[src/space_vector_modulation_pkg.sv]
// package: timing constants, states and gate and event structs for the single-shunt pwm block
package space_vector_modulation_pkg;
	localparam int        CNT_W          = 16;
	localparam logic [15:0] PERIOD_RST   = 16'h07D0;
	localparam logic [15:0] DEAD_RST     = 16'h0020;
	localparam int        CLK_MHZ        = 40;
	localparam int        BLINK_MS       = 250;
	localparam int        BLINK_CYCLES   = BLINK_MS * CLK_MHZ * 1000;
	localparam logic [15:0] ZERO16       = 16'h0000;

	typedef enum logic [2:0] {
		ST_IDLE  = 3'b001,
		ST_RUN   = 3'b010,
		ST_FAULT = 3'b100
	} run_state_t;

	typedef struct packed {
		logic [2:0] high;
		logic [2:0] low;
	} gate_t;

	typedef struct packed {
		logic underflow;
		logic overflow;
		logic match;
	} pwm_evt_t;
endpackage

[src/single_shunt_space_vector_modulation_adc_sched.sv]
// single-shunt three-phase centre-aligned pwm with shunt sample scheduling
//
// How it works
// RULE_01: three up/down modulators give three centre-aligned complementary pairs.
// RULE_02: three high-side and three low-side gate outputs are plain digital pins.
// RULE_03: each conversion start falls halfway through a switching state.
// RULE_04: underflow starts the delay timer and its compare match starts a conversion.
// RULE_05: overflow loads the delay compare with half of first_state_interval.
// RULE_06: conversion done reloads the delay compare with half of second_state_interval.
// RULE_07: buffered duties move to the active compares on overflow and underflow.
// RULE_08: an interrupt pulse is raised on both overflow and underflow.
// RULE_09: the converter is started on overflow and on the delay compare match.
// RULE_10: the overcurrent comparator input disables all modulator outputs.
// RULE_11: the operator switch is one digital input whose presses toggle start and stop.
// RULE_12: high and low outputs of one phase are never on together.
// RULE_13: on a fault the error indicator blinks instead of the motor turning.
// RULE_14: the two samples of a period fall in two different active states; the code samples at overflow (carrier top) and at the delay match.
// RULE_15: each pair inserts programmable dead time before turning a switch on.
// RULE_16: overcurrent shutdown latches until explicitly cleared.
`timescale 1ns/100ps
module single_shunt_space_vector_modulation_adc_sched #(
	parameter int CNT_W        = space_vector_modulation_pkg::CNT_W,
	parameter int BLINK_CYCLES = space_vector_modulation_pkg::BLINK_CYCLES
) (
	input  wire logic                mclk,
	input  wire logic                rst,
	input  wire logic [CNT_W-1:0]    period,
	input  wire logic [CNT_W-1:0]    deadTime,
	input  wire logic [3*CNT_W-1:0]  dutyBuf,
	input  wire logic [CNT_W-1:0]    firstStateInterval,
	input  wire logic [CNT_W-1:0]    secondStateInterval,
	input  wire logic                conversionDone,
	input  wire logic                overcurrentComparator,
	input  wire logic                faultClear,
	input  wire logic                startStopButton,
	input  wire logic                startFail,
	output space_vector_modulation_pkg::gate_t         gate,
	output logic                     pwmIrq,
	output logic                     adcStart,
	output space_vector_modulation_pkg::pwm_evt_t      evt,
	output logic                     errorIndicator,
	output logic                     running
);
	// ----------------------------------------
	// carrier and events
	// ----------------------------------------
	logic [CNT_W-1:0] cnt;
	logic             countDown;
	logic [CNT_W-1:0] dlyCnt;
	logic [CNT_W-1:0] dlyCmp;
	logic             dlyRun;
	logic             btnPrev;
	logic             ocLatch;
	logic [31:0]      blinkCnt;
	space_vector_modulation_pkg::run_state_t state;
	space_vector_modulation_pkg::run_state_t next_state;

	wire atTop      = countDown == 1'b0 && cnt >= period;
	wire atBottom   = countDown == 1'b1 && cnt == space_vector_modulation_pkg::ZERO16[CNT_W-1:0];
	wire overflow   = atTop;
	wire underflow  = atBottom;
	wire dlyMatch   = dlyRun && dlyCnt == dlyCmp;   // [RULE_04]
	wire btnPress   = startStopButton && !btnPrev;  // [RULE_11]
	wire enable     = state == space_vector_modulation_pkg::ST_RUN && !ocLatch; // [RULE_10] [RULE_16]

	// triangle carrier: counts up to period, back to zero
	always_ff @(posedge mclk) begin
		if (rst) begin
			cnt <= '0;
			countDown <= 1'b0;
		end else if (atTop) begin
			countDown <= 1'b1;
			cnt <= cnt - 1'b1;
		end else if (atBottom) begin
			countDown <= 1'b0;
			cnt <= cnt + 1'b1;
		end else begin
			cnt <= countDown ? cnt - 1'b1 : cnt + 1'b1;
		end
	end

	assign evt.overflow  = overflow;
	assign evt.underflow = underflow;
	assign evt.match     = dlyMatch;
	assign pwmIrq        = overflow || underflow;   // [RULE_08]
	assign adcStart      = overflow || dlyMatch;    // [RULE_09] [RULE_14]

	// ----------------------------------------
	// conversion delay timer
	// ----------------------------------------
	// compare change is written at the event so the next start sees the new delay
	always_ff @(posedge mclk) begin
		if (rst) begin
			dlyCnt <= '0;
			dlyCmp <= '0;
			dlyRun <= 1'b0;
		end else begin
			if (underflow) begin
				dlyCnt <= '0;                       // [RULE_04]
				dlyRun <= 1'b1;
			end else if (dlyMatch) begin
				dlyRun <= 1'b0;
			end else if (dlyRun) begin
				dlyCnt <= dlyCnt + 1'b1;
			end
			if (overflow)
				dlyCmp <= firstStateInterval >> 1;  // [RULE_05] [RULE_03]
			else if (conversionDone)
				dlyCmp <= secondStateInterval >> 1; // [RULE_06] [RULE_03]
		end
	end

	// ----------------------------------------
	// run control and fault
	// ----------------------------------------
	always_comb begin
		next_state = state;
		case (state)
			space_vector_modulation_pkg::ST_IDLE:  if (startFail) next_state = space_vector_modulation_pkg::ST_FAULT;
				else if (btnPress) next_state = space_vector_modulation_pkg::ST_RUN;
			space_vector_modulation_pkg::ST_RUN:   if (ocLatch || startFail) next_state = space_vector_modulation_pkg::ST_FAULT;
				else if (btnPress) next_state = space_vector_modulation_pkg::ST_IDLE;
			space_vector_modulation_pkg::ST_FAULT: if (faultClear && !ocLatch) next_state = space_vector_modulation_pkg::ST_IDLE;
			default:             next_state = space_vector_modulation_pkg::ST_IDLE;
		endcase
	end

	// comparator set wins over a same-cycle clear
	always_ff @(posedge mclk) begin
		if (rst) begin
			state <= space_vector_modulation_pkg::ST_IDLE;
			ocLatch <= 1'b0;
			btnPrev <= 1'b0;
		end else begin
			state <= next_state;
			btnPrev <= startStopButton;
			if (overcurrentComparator)
				ocLatch <= 1'b1;                    // [RULE_10] [RULE_16]
			else if (faultClear)
				ocLatch <= 1'b0;
		end
	end

	always_ff @(posedge mclk) begin
		// follows next_state so the indicator never outlives the fault by a cycle
		if (rst || next_state != space_vector_modulation_pkg::ST_FAULT) begin
			blinkCnt <= '0;
			errorIndicator <= 1'b0;
		end else if (blinkCnt >= 32'(BLINK_CYCLES - 1)) begin
			blinkCnt <= '0;
			errorIndicator <= !errorIndicator;  // [RULE_13]
		end else begin
			blinkCnt <= blinkCnt + 1'b1;
		end
	end

	assign running = state == space_vector_modulation_pkg::ST_RUN;

	// ----------------------------------------
	// three modulators with dead time
	// ----------------------------------------
	genvar p;
	generate
		for (p = 0; p < 3; p++) begin : g_phase
			logic [CNT_W-1:0] duty;
			logic [CNT_W-1:0] dtCnt;
			logic             rawHigh;
			logic             rawPrev;
			logic             hi;
			logic             lo;
			wire              cmpHigh = cnt < duty;  // [RULE_01]
			always_ff @(posedge mclk) begin
				if (rst) begin
					duty <= '0;
					dtCnt <= '0;
					rawPrev <= 1'b0;
					hi <= 1'b0;
					lo <= 1'b0;
				end else begin
					if (overflow || underflow)
						duty <= dutyBuf[p*CNT_W +: CNT_W]; // [RULE_07]
					rawPrev <= cmpHigh;
					if (!enable) begin
						hi <= 1'b0;                 // [RULE_10]
						lo <= 1'b0;
						dtCnt <= deadTime;
					end else if (cmpHigh != rawPrev) begin
						hi <= 1'b0;                 // [RULE_15]
						lo <= 1'b0;
						dtCnt <= deadTime;
					end else if (dtCnt != '0) begin
						dtCnt <= dtCnt - 1'b1;
					end else begin
						hi <= cmpHigh;              // [RULE_12]
						lo <= !cmpHigh;
					end
				end
			end
			assign gate.high[p] = hi;           // [RULE_02]
			assign gate.low[p]  = lo;

			phase_excl_a: assert property (@(posedge mclk) disable iff (rst) !(hi && lo)) // [RULE_12]
				else $error("high and low on together");
			dead_gap_a: assert property (@(posedge mclk) disable iff (rst)
				$fell(hi) |-> !lo) // [RULE_15]
				else $error("low switched on without dead time");
			duty_load_a: assert property (@(posedge mclk) disable iff (rst)
				(overflow || underflow) |=> duty == $past(dutyBuf[p*CNT_W +: CNT_W])) // [RULE_07]
				else $error("duty not loaded on carrier event");
		end
	endgenerate

	// ----------------------------------------
	// checks
	// ----------------------------------------
	irq_events_a: assert property (@(posedge mclk) disable iff (rst)
		pwmIrq == (overflow || underflow)) // [RULE_08]
		else $error("interrupt not tied to carrier events");
	cmp_first_a: assert property (@(posedge mclk) disable iff (rst)
		overflow |=> dlyCmp == ($past(firstStateInterval) >> 1)) // [RULE_05]
		else $error("delay compare not half first interval");
	cmp_second_a: assert property (@(posedge mclk) disable iff (rst)
		(conversionDone && !overflow) |=> dlyCmp == ($past(secondStateInterval) >> 1)) // [RULE_06]
		else $error("delay compare not half second interval");
	delay_start_a: assert property (@(posedge mclk) disable iff (rst)
		underflow |=> dlyRun && dlyCnt == '0) // [RULE_04]
		else $error("delay timer not started on underflow");
	adc_trig_a: assert property (@(posedge mclk) disable iff (rst)
		(overflow || dlyMatch) |-> adcStart) // [RULE_09]
		else $error("conversion not started");
	oc_kill_a: assert property (@(posedge mclk) disable iff (rst)
		overcurrentComparator |=> ##1 gate == '0) // [RULE_10]
		else $error("outputs not off after overcurrent");
	oc_hold_a: assert property (@(posedge mclk) disable iff (rst)
		(ocLatch && !faultClear) |=> ocLatch) // [RULE_16]
		else $error("overcurrent latch released without clear");
	blink_fault_a: assert property (@(posedge mclk) disable iff (rst)
		errorIndicator |-> state == space_vector_modulation_pkg::ST_FAULT) // [RULE_13]
		else $error("error indicator outside fault");
endmodule

[config.mk]
export PLATFORM = sky130hd
export DESIGN_NAME = single_shunt_space_vector_modulation_adc_sched
export DESIGN_NICKNAME = d
export VERILOG_FILES = /design/src/space_vector_modulation_pkg.sv /design/src/single_shunt_space_vector_modulation_adc_sched.sv
export SDC_FILE = /design/constraint.sdc
export NUM_CORES = 1
export LEC_CHECK = 0
export CAP_MARGIN = 25
export CORE_MARGIN = 10
export CORE_UTILIZATION = 40
export CTS_BUF_LIST = sky130_fd_sc_hd__clkbuf_8
export DETAILED_ROUTE_END_ITERATION = 12
export DONT_BUFFER_PORTS = 1
export GPL_TIMING_DRIVEN = 0
export MAX_ROUTING_LAYER = met4
export PLACE_DENSITY = 0.59
export SETUP_SLACK_MARGIN = 0.1
export SLEW_MARGIN = 20
export SYNTH_ARGS = -nofsm -noshare
export SYNTH_HDL_FRONTEND = slang
export SYNTH_SLANG_ARGS = --single-unit
[constraint.sdc]
create_clock -name mclk -period 3 [get_ports mclk]
set_clock_uncertainty 0.2 [all_clocks]
set_input_delay 0.3 -clock mclk [delete_from_list [all_inputs] [get_ports mclk]]
set_output_delay 0.3 -clock mclk [all_outputs]
set_load 0.005 [all_outputs]
Yosys cells after proc, flatten, opt, wreduce, memory -nomap -nowiden
Cells that the tools add are included.
{"block": "word_totals", "register_bits": 192, "latchBits": 0, "ramBits": 0, "mem_bits_ro": 0, "inputBits": 119, "memories": 0}
{"block": "op_classes", "addsub": 7, "multipliers": 0, "div": 0, "magnitude_cmp": 5, "eq_ne": 11, "shifts": 0, "muxes": 26, "bitwise": 3, "reduce_logical": 30}
{"operator": "16-bit two-way mux", "count": 12}
{"operator": "16-bit by 1-bit subtractor with 16-bit output, second input constant", "count": 4}
{"operator": "16-bit < comparator", "count": 3}
{"operator": "16-bit nonzero test", "count": 3}
{"operator": "16-bit by 1-bit adder with 16-bit output, second input constant", "count": 2}
{"operator": "32-bit by 1-bit adder with 32-bit output, second input constant", "count": 1}
{"operator": "32-bit by 24-bit greater-or-equal comparator with 1-bit output, second input constant", "count": 1}
{"operator": "15-bit two-way mux", "count": 2}
{"operator": "16-bit by 15-bit == test with 1-bit output", "count": 1}
{"operator": "16-bit greater-or-equal comparator", "count": 1}
{"operator": "16-bit logical NOT", "count": 1}
{"operator": "3-bit two-way mux", "count": 5}
{"operator": "3-bit by 1-bit != test with 1-bit output, second input constant", "count": 3}
{"operator": "3-bit case mux with 3 select lines", "count": 1}
{"operator": "3-bit OR reduction", "count": 3}
{"operator": "2-bit nonzero test", "count": 4}
{"operator": "1-bit logical AND", "count": 6}
{"operator": "1-bit logical NOT", "count": 6}
{"operator": "1-bit two-way mux", "count": 6}
{"operator": "1-bit logical OR", "count": 4}
{"operator": "2-bit OR reduction", "count": 2}
{"operator": "3-bit by 1-bit == test with 1-bit output, second input constant", "count": 1}
{"operator": "3-bit by 2-bit == test with 1-bit output, second input constant", "count": 1}
{"operator": "3-bit == test, second input constant", "count": 1}
{"operator": "4 further kinds", "count": 8}

Logic depth before layout (Yosys ltp)
{"block": "logic_depth", "word_depth": 8, "ltp_mapped": 11}

Worst setup path before layout
Ideal clock, no wire load.
{"block": "synth_path", "path_kind": "flip-flop to flip-flop", "start": "register cnt[2]", "end": "register g_phase[2].dtCnt[10]", "t_arrival_ps": 2559, "required_ps": 2728, "setup_slack_ps": 169, "path_stages_with_launch": 9, "n_path_buf": 1, "cell_sequence": "dfxtp_1 -> ha_1 -> a211o_1 -> a31oi_1 -> o221ai_1 -> a21oi_1 -> mux2i_2 -> buf_4 -> mux2i_1"}
{"block": "synth_via", "elab_chain_cells": 4}
{"item": "start, declared", "line": "single_shunt_space_vector_modulation_adc_sched.sv:47", "source": "logic [CNT_W-1:0] cnt;"}
{"item": "start signal, assigned", "line": "single_shunt_space_vector_modulation_adc_sched.sv:73", "source": "cnt <= cnt - 1'b1;"}
{"item": "start signal, assigned", "line": "single_shunt_space_vector_modulation_adc_sched.sv:76", "source": "cnt <= cnt + 1'b1;"}
{"item": "start signal, assigned", "line": "single_shunt_space_vector_modulation_adc_sched.sv:78", "source": "cnt <= countDown ? cnt - 1'b1 : cnt + 1'b1;"}
{"item": "16-bit < comparator *", "line": "single_shunt_space_vector_modulation_adc_sched.sv:171", "source": "wire cmpHigh = cnt < duty;"}
{"item": "1-bit != test *", "line": "single_shunt_space_vector_modulation_adc_sched.sv:187", "source": "end else if (cmpHigh != rawPrev) begin"}
{"item": "16-bit two-way mux", "line": "single_shunt_space_vector_modulation_adc_sched.sv:187"}
{"item": "16-bit two-way mux", "line": "single_shunt_space_vector_modulation_adc_sched.sv:183", "source": "if (!enable) begin"}
{"item": "end signal, assigned", "line": "single_shunt_space_vector_modulation_adc_sched.sv:186", "source": "dtCnt <= deadTime;"}
{"item": "end signal, assigned", "line": "single_shunt_space_vector_modulation_adc_sched.sv:190", "source": "dtCnt <= deadTime;"}
{"item": "end signal, assigned", "line": "single_shunt_space_vector_modulation_adc_sched.sv:192", "source": "dtCnt <= dtCnt - 1'b1;"}
{"item": "end, declared", "line": "single_shunt_space_vector_modulation_adc_sched.sv:166", "source": "logic [CNT_W-1:0] dtCnt;"}
Every way passes the cells marked *; elsewhere a longest branch is shown, timed or not.
A chain may end at the register's enable or synchronous reset.

Worst setup path after layout
{"block": "layout_path", "start": "register cnt[9]", "end": "output port evt[1] (netlist name)"}
{"block": "layout_via", "elab_chain_cells": 2}
{"item": "16-bit greater-or-equal comparator", "line": "single_shunt_space_vector_modulation_adc_sched.sv:58", "source": "wire atTop = countDown == 1'b0 && cnt >= period;"}
{"item": "1-bit logical AND", "line": "single_shunt_space_vector_modulation_adc_sched.sv:58"}
{"item": "end, declared", "line": "single_shunt_space_vector_modulation_adc_sched.sv:40", "source": "output space_vector_modulation_pkg::pwm_evt_t evt,"}
Every way passes these cells.

==> results.cfg <==
[clock_tree]
clock_latency_ns = 0.48
cts_sinks = 192
clk_path_buf_depth = 2
h-tree-depth = 4
numCtsBuffers = 17
cts.clk_slew.worst_paths_ns = 0.10
root_buffer = clkbuf_8
cts_tree = built

[critical_path]
start_kind = flip-flop
crit_end = evt[1]
cp.arrival_ns = 2.45
crit_fanout = 3
crit_chain = ha_4 -> a211oi_2 -> o21ai_1 -> a221o_1 -> a31oi_4 -> or2_1 -> buf_6 -> buf_6 -> inv_2 -> buf_6
r2r_start = cnt[0]
r2r_end = cnt[15]
cpMaxStageDelayCell = dfxtp_4
crit_start = cnt[9]
reg2regPathDepth = 12
worst-r2r-setup-slack_ns = 0.19
crit_top_cell = buf_6
crit_path_end_kind = primary output
path_class = flip-flop to primary output
critical_path.max_stage_delay_ns = 0.38
cp.required_ns = 2.50

[floorplanning]
start_util = 0.409
die_height_um = 186
die_area_um2 = 34800
die_w_um = 186
fp-row-count = 60
coreArea_um2 = 27100
ioPinCount = 132

[synthesis]
synth-seq-cells = 192
ys_warn_count = 0
ys_seq_area_frac = 0.347
ys.flop_type = dfxtp_1
synthArstFlopShare = 0
netlist-cell-type-count = 67
synth_edf_count = 0
avgSynthCellArea_um2 = 8.68
synthCells = 1277
syn-cell-area_um2 = 11100

[timing]
setup_ws_ns = 0.0459
post-route-period-util = 0.985
maxSlewHeadroom = 0.392
finalSetupViolCount = 0
finalCriticalPeriod_ns = 2.95
drv_slew = 0
fin_setup_tns_ns = 0
fmax_ghz = 0.339
worst_slew_pin_slew_ns = 0.912
rsz0062_at_grt = true
hold_viol = 0

[drt]
ant_nets = 0
drc = 0
first_iter_violations = 660
wl_per_cell_um = 16.6
routed_via_density = 5.19
dr_total_vias = 9480
first_pass_iters = 6
routed_wirelength_um = 30300

[global_routing]
antenna_found_initial = 1
grt_first_pass_wirelength_um = 48300
grt_max_degree = 19
grt_pass1_vias = 9215
gr-total-overflow = 0
grt.total_usage = 0.173

[power_and_ir_drop]
powerDensity_nw_per_um2 = 646
p_leak_nw = 5.66
ir_drop_uv = 367

[placed_design]
pre_cts_ws_ns = -0.767
port_buffers = 0
gp_congestion = 0.881
hpwl_um = 21300

[outcome]
outcome = finished, final reports clean

[cells_and_area]
syn_to_final_growth_pct = 22.2
nFillCells = 2563
layout-drive-gt1-share = 0.127
nets = 1630

[flow_run]
maxCapViolCount = 0

[min_path]
hold_path.class = input port to flip-flop
[worst max-delay path, delay by kind of cell, from the launching register on]
kind,cells,cell delay [ns]
buf+inv,4,0.33
compound gates,4,0.91
flops,1,0.38
fa+ha+maj,1,0.22
simple gates,1,0.15
[cells by family after synthesis]
kind of cell / after synthesis / share of synthesized area
fa+ha+maj: 72 / 0.0813
compound gates: 159 / 0.107
xor+xnor: 96 / 0.0759
simple gates: 482 / 0.212
flops: 192 / 0.347
other cells: 1 / 0.000339
buf+inv: 152 / 0.0637
mux: 123 / 0.113
[cell usage after synthesis, drive strengths merged (10+ instances only)]
cell type / count / area (um2)
a21oi: 19 / 95.1
buf: 36 / 270
ha: 72 / 901
nand2: 189 / 709
mux2i: 120 / 1220
inv: 85 / 319
a211o: 13 / 114
xor2: 50 / 438
xnor2: 46 / 403
clkbuf: 31 / 116
o31ai: 15 / 113
nand4: 16 / 100
dfxtp: 192 / 3840
nand3: 31 / 155
o211ai: 11 / 82.6
nor2: 87 / 377
nor4: 24 / 163
nor3: 52 / 275
and3: 17 / 106
o21ai: 20 / 104
a211oi: 32 / 250
or3: 24 / 160
a31oi: 10 / 77.6
nand2b: 12 / 75.1
[per-stage QoR]
step                      hold WS, ns  std cells  total power, mW  utilization  instance area, um2
after floorplan                 0.179       1284             5.46            -               11100
after global placement          0.183       1656             6.20        0.427               11600
after detailed placement        0.182       1656             6.25        0.427               11600
after CTS                      0.0521       1818             8.51        0.495               13400
after global routing           0.0899       1825             9.30        0.499               13500
final                          0.0765       1825             8.74        0.499               13500
[worst min path at each step]
stage | startpoint | endpoint | slack (ns) | cells after the start
floorplan | startFail | state[1] | 0.18 | 1
global placement | startFail | state[1] | 0.18 | 1
detailed placement | startFail | state[1] | 0.18 | 1
CTS | startStopButton | state[0] | 0.05 | 3
global route | startStopButton | state[0] | 0.09 | 3
finish | startStopButton | state[0] | 0.08 | 3
[what timing repair did]
| action | 4_1_cts | 5_1_grt |
|---|---|---|
| pin swaps | 9 | 8 |
| setup buffers | 29 | 7 |
| resized for setup | 66 | 23 |
| hold buffers | 101 | 5 |
| endpoints found under the setup margin | 136 | 57 |
| endpoints found under the hold margin | 120 | 5 |
[routing by layer]
layer  routed length, um  global-route usage
met1               14200               0.221
met2               14400               0.276
met3                1310              0.0268
met4                 456              0.0513
met5                   0                   -
[sequential cells by signal, indices dropped and copies added (netlist names)]
register,cells
g_phase.dtCnt,48
g_phase.duty,48
blinkCnt,32
cnt,16
dlyCnt,16
dlyCmp,15
g_phase.hi,3
g_phase.lo,3
g_phase.rawPrev,3
state,3
btnPrev,1
countDown,1
dlyRun,1
errorIndicator,1
ocLatch,1
[where the power goes]
| part | switching, mW | internal, mW | total [mW] |
|---|---|---|---|
| Sequential | 0.285 | 2.88 | 3.17 |
| Clock | 1.03 | 0.601 | 1.63 |
| Combinational | 2.14 | 1.81 | 3.95 |
[placed cells by master, fill, tap and decap left out, types with 20 or more instances in the layout]
cell type and instances:
nand2_1 188, ha_1 66, inv_1 84, a211oi_1 22
xnor2_1 46, nor3_1 47, dlygate4sd3_1 101, dfxtp_1 176
mux2i_1 118, nand3_1 31, nor2_2 20, nor2_1 67
xor2_1 50, buf_4 49, clkbuf_1 30, or3_1 22
nor4_1 21
[area by class of cell]
| class | count | area (um2) | share of cell area |
|---|---|---|---|
| inverter | 85 | 327 | 0.0241 |
| sequential | 192 | 3900 | 0.288 |
| buffer | 66 | 417 | 0.0308 |
| timing repair buffer | 137 | 1280 | 0.0947 |
| clock buffer | 17 | 234 | 0.0173 |
| clock inverter | 15 | 128 | 0.00943 |
| tap | 372 | 465 | 0.0344 |
| multi-input combinational | 940 | 6780 | 0.501 |
| antenna | 1 | 2.50 | 0.000185 |
Note: power is estimated with default switching activity, not from simulation.
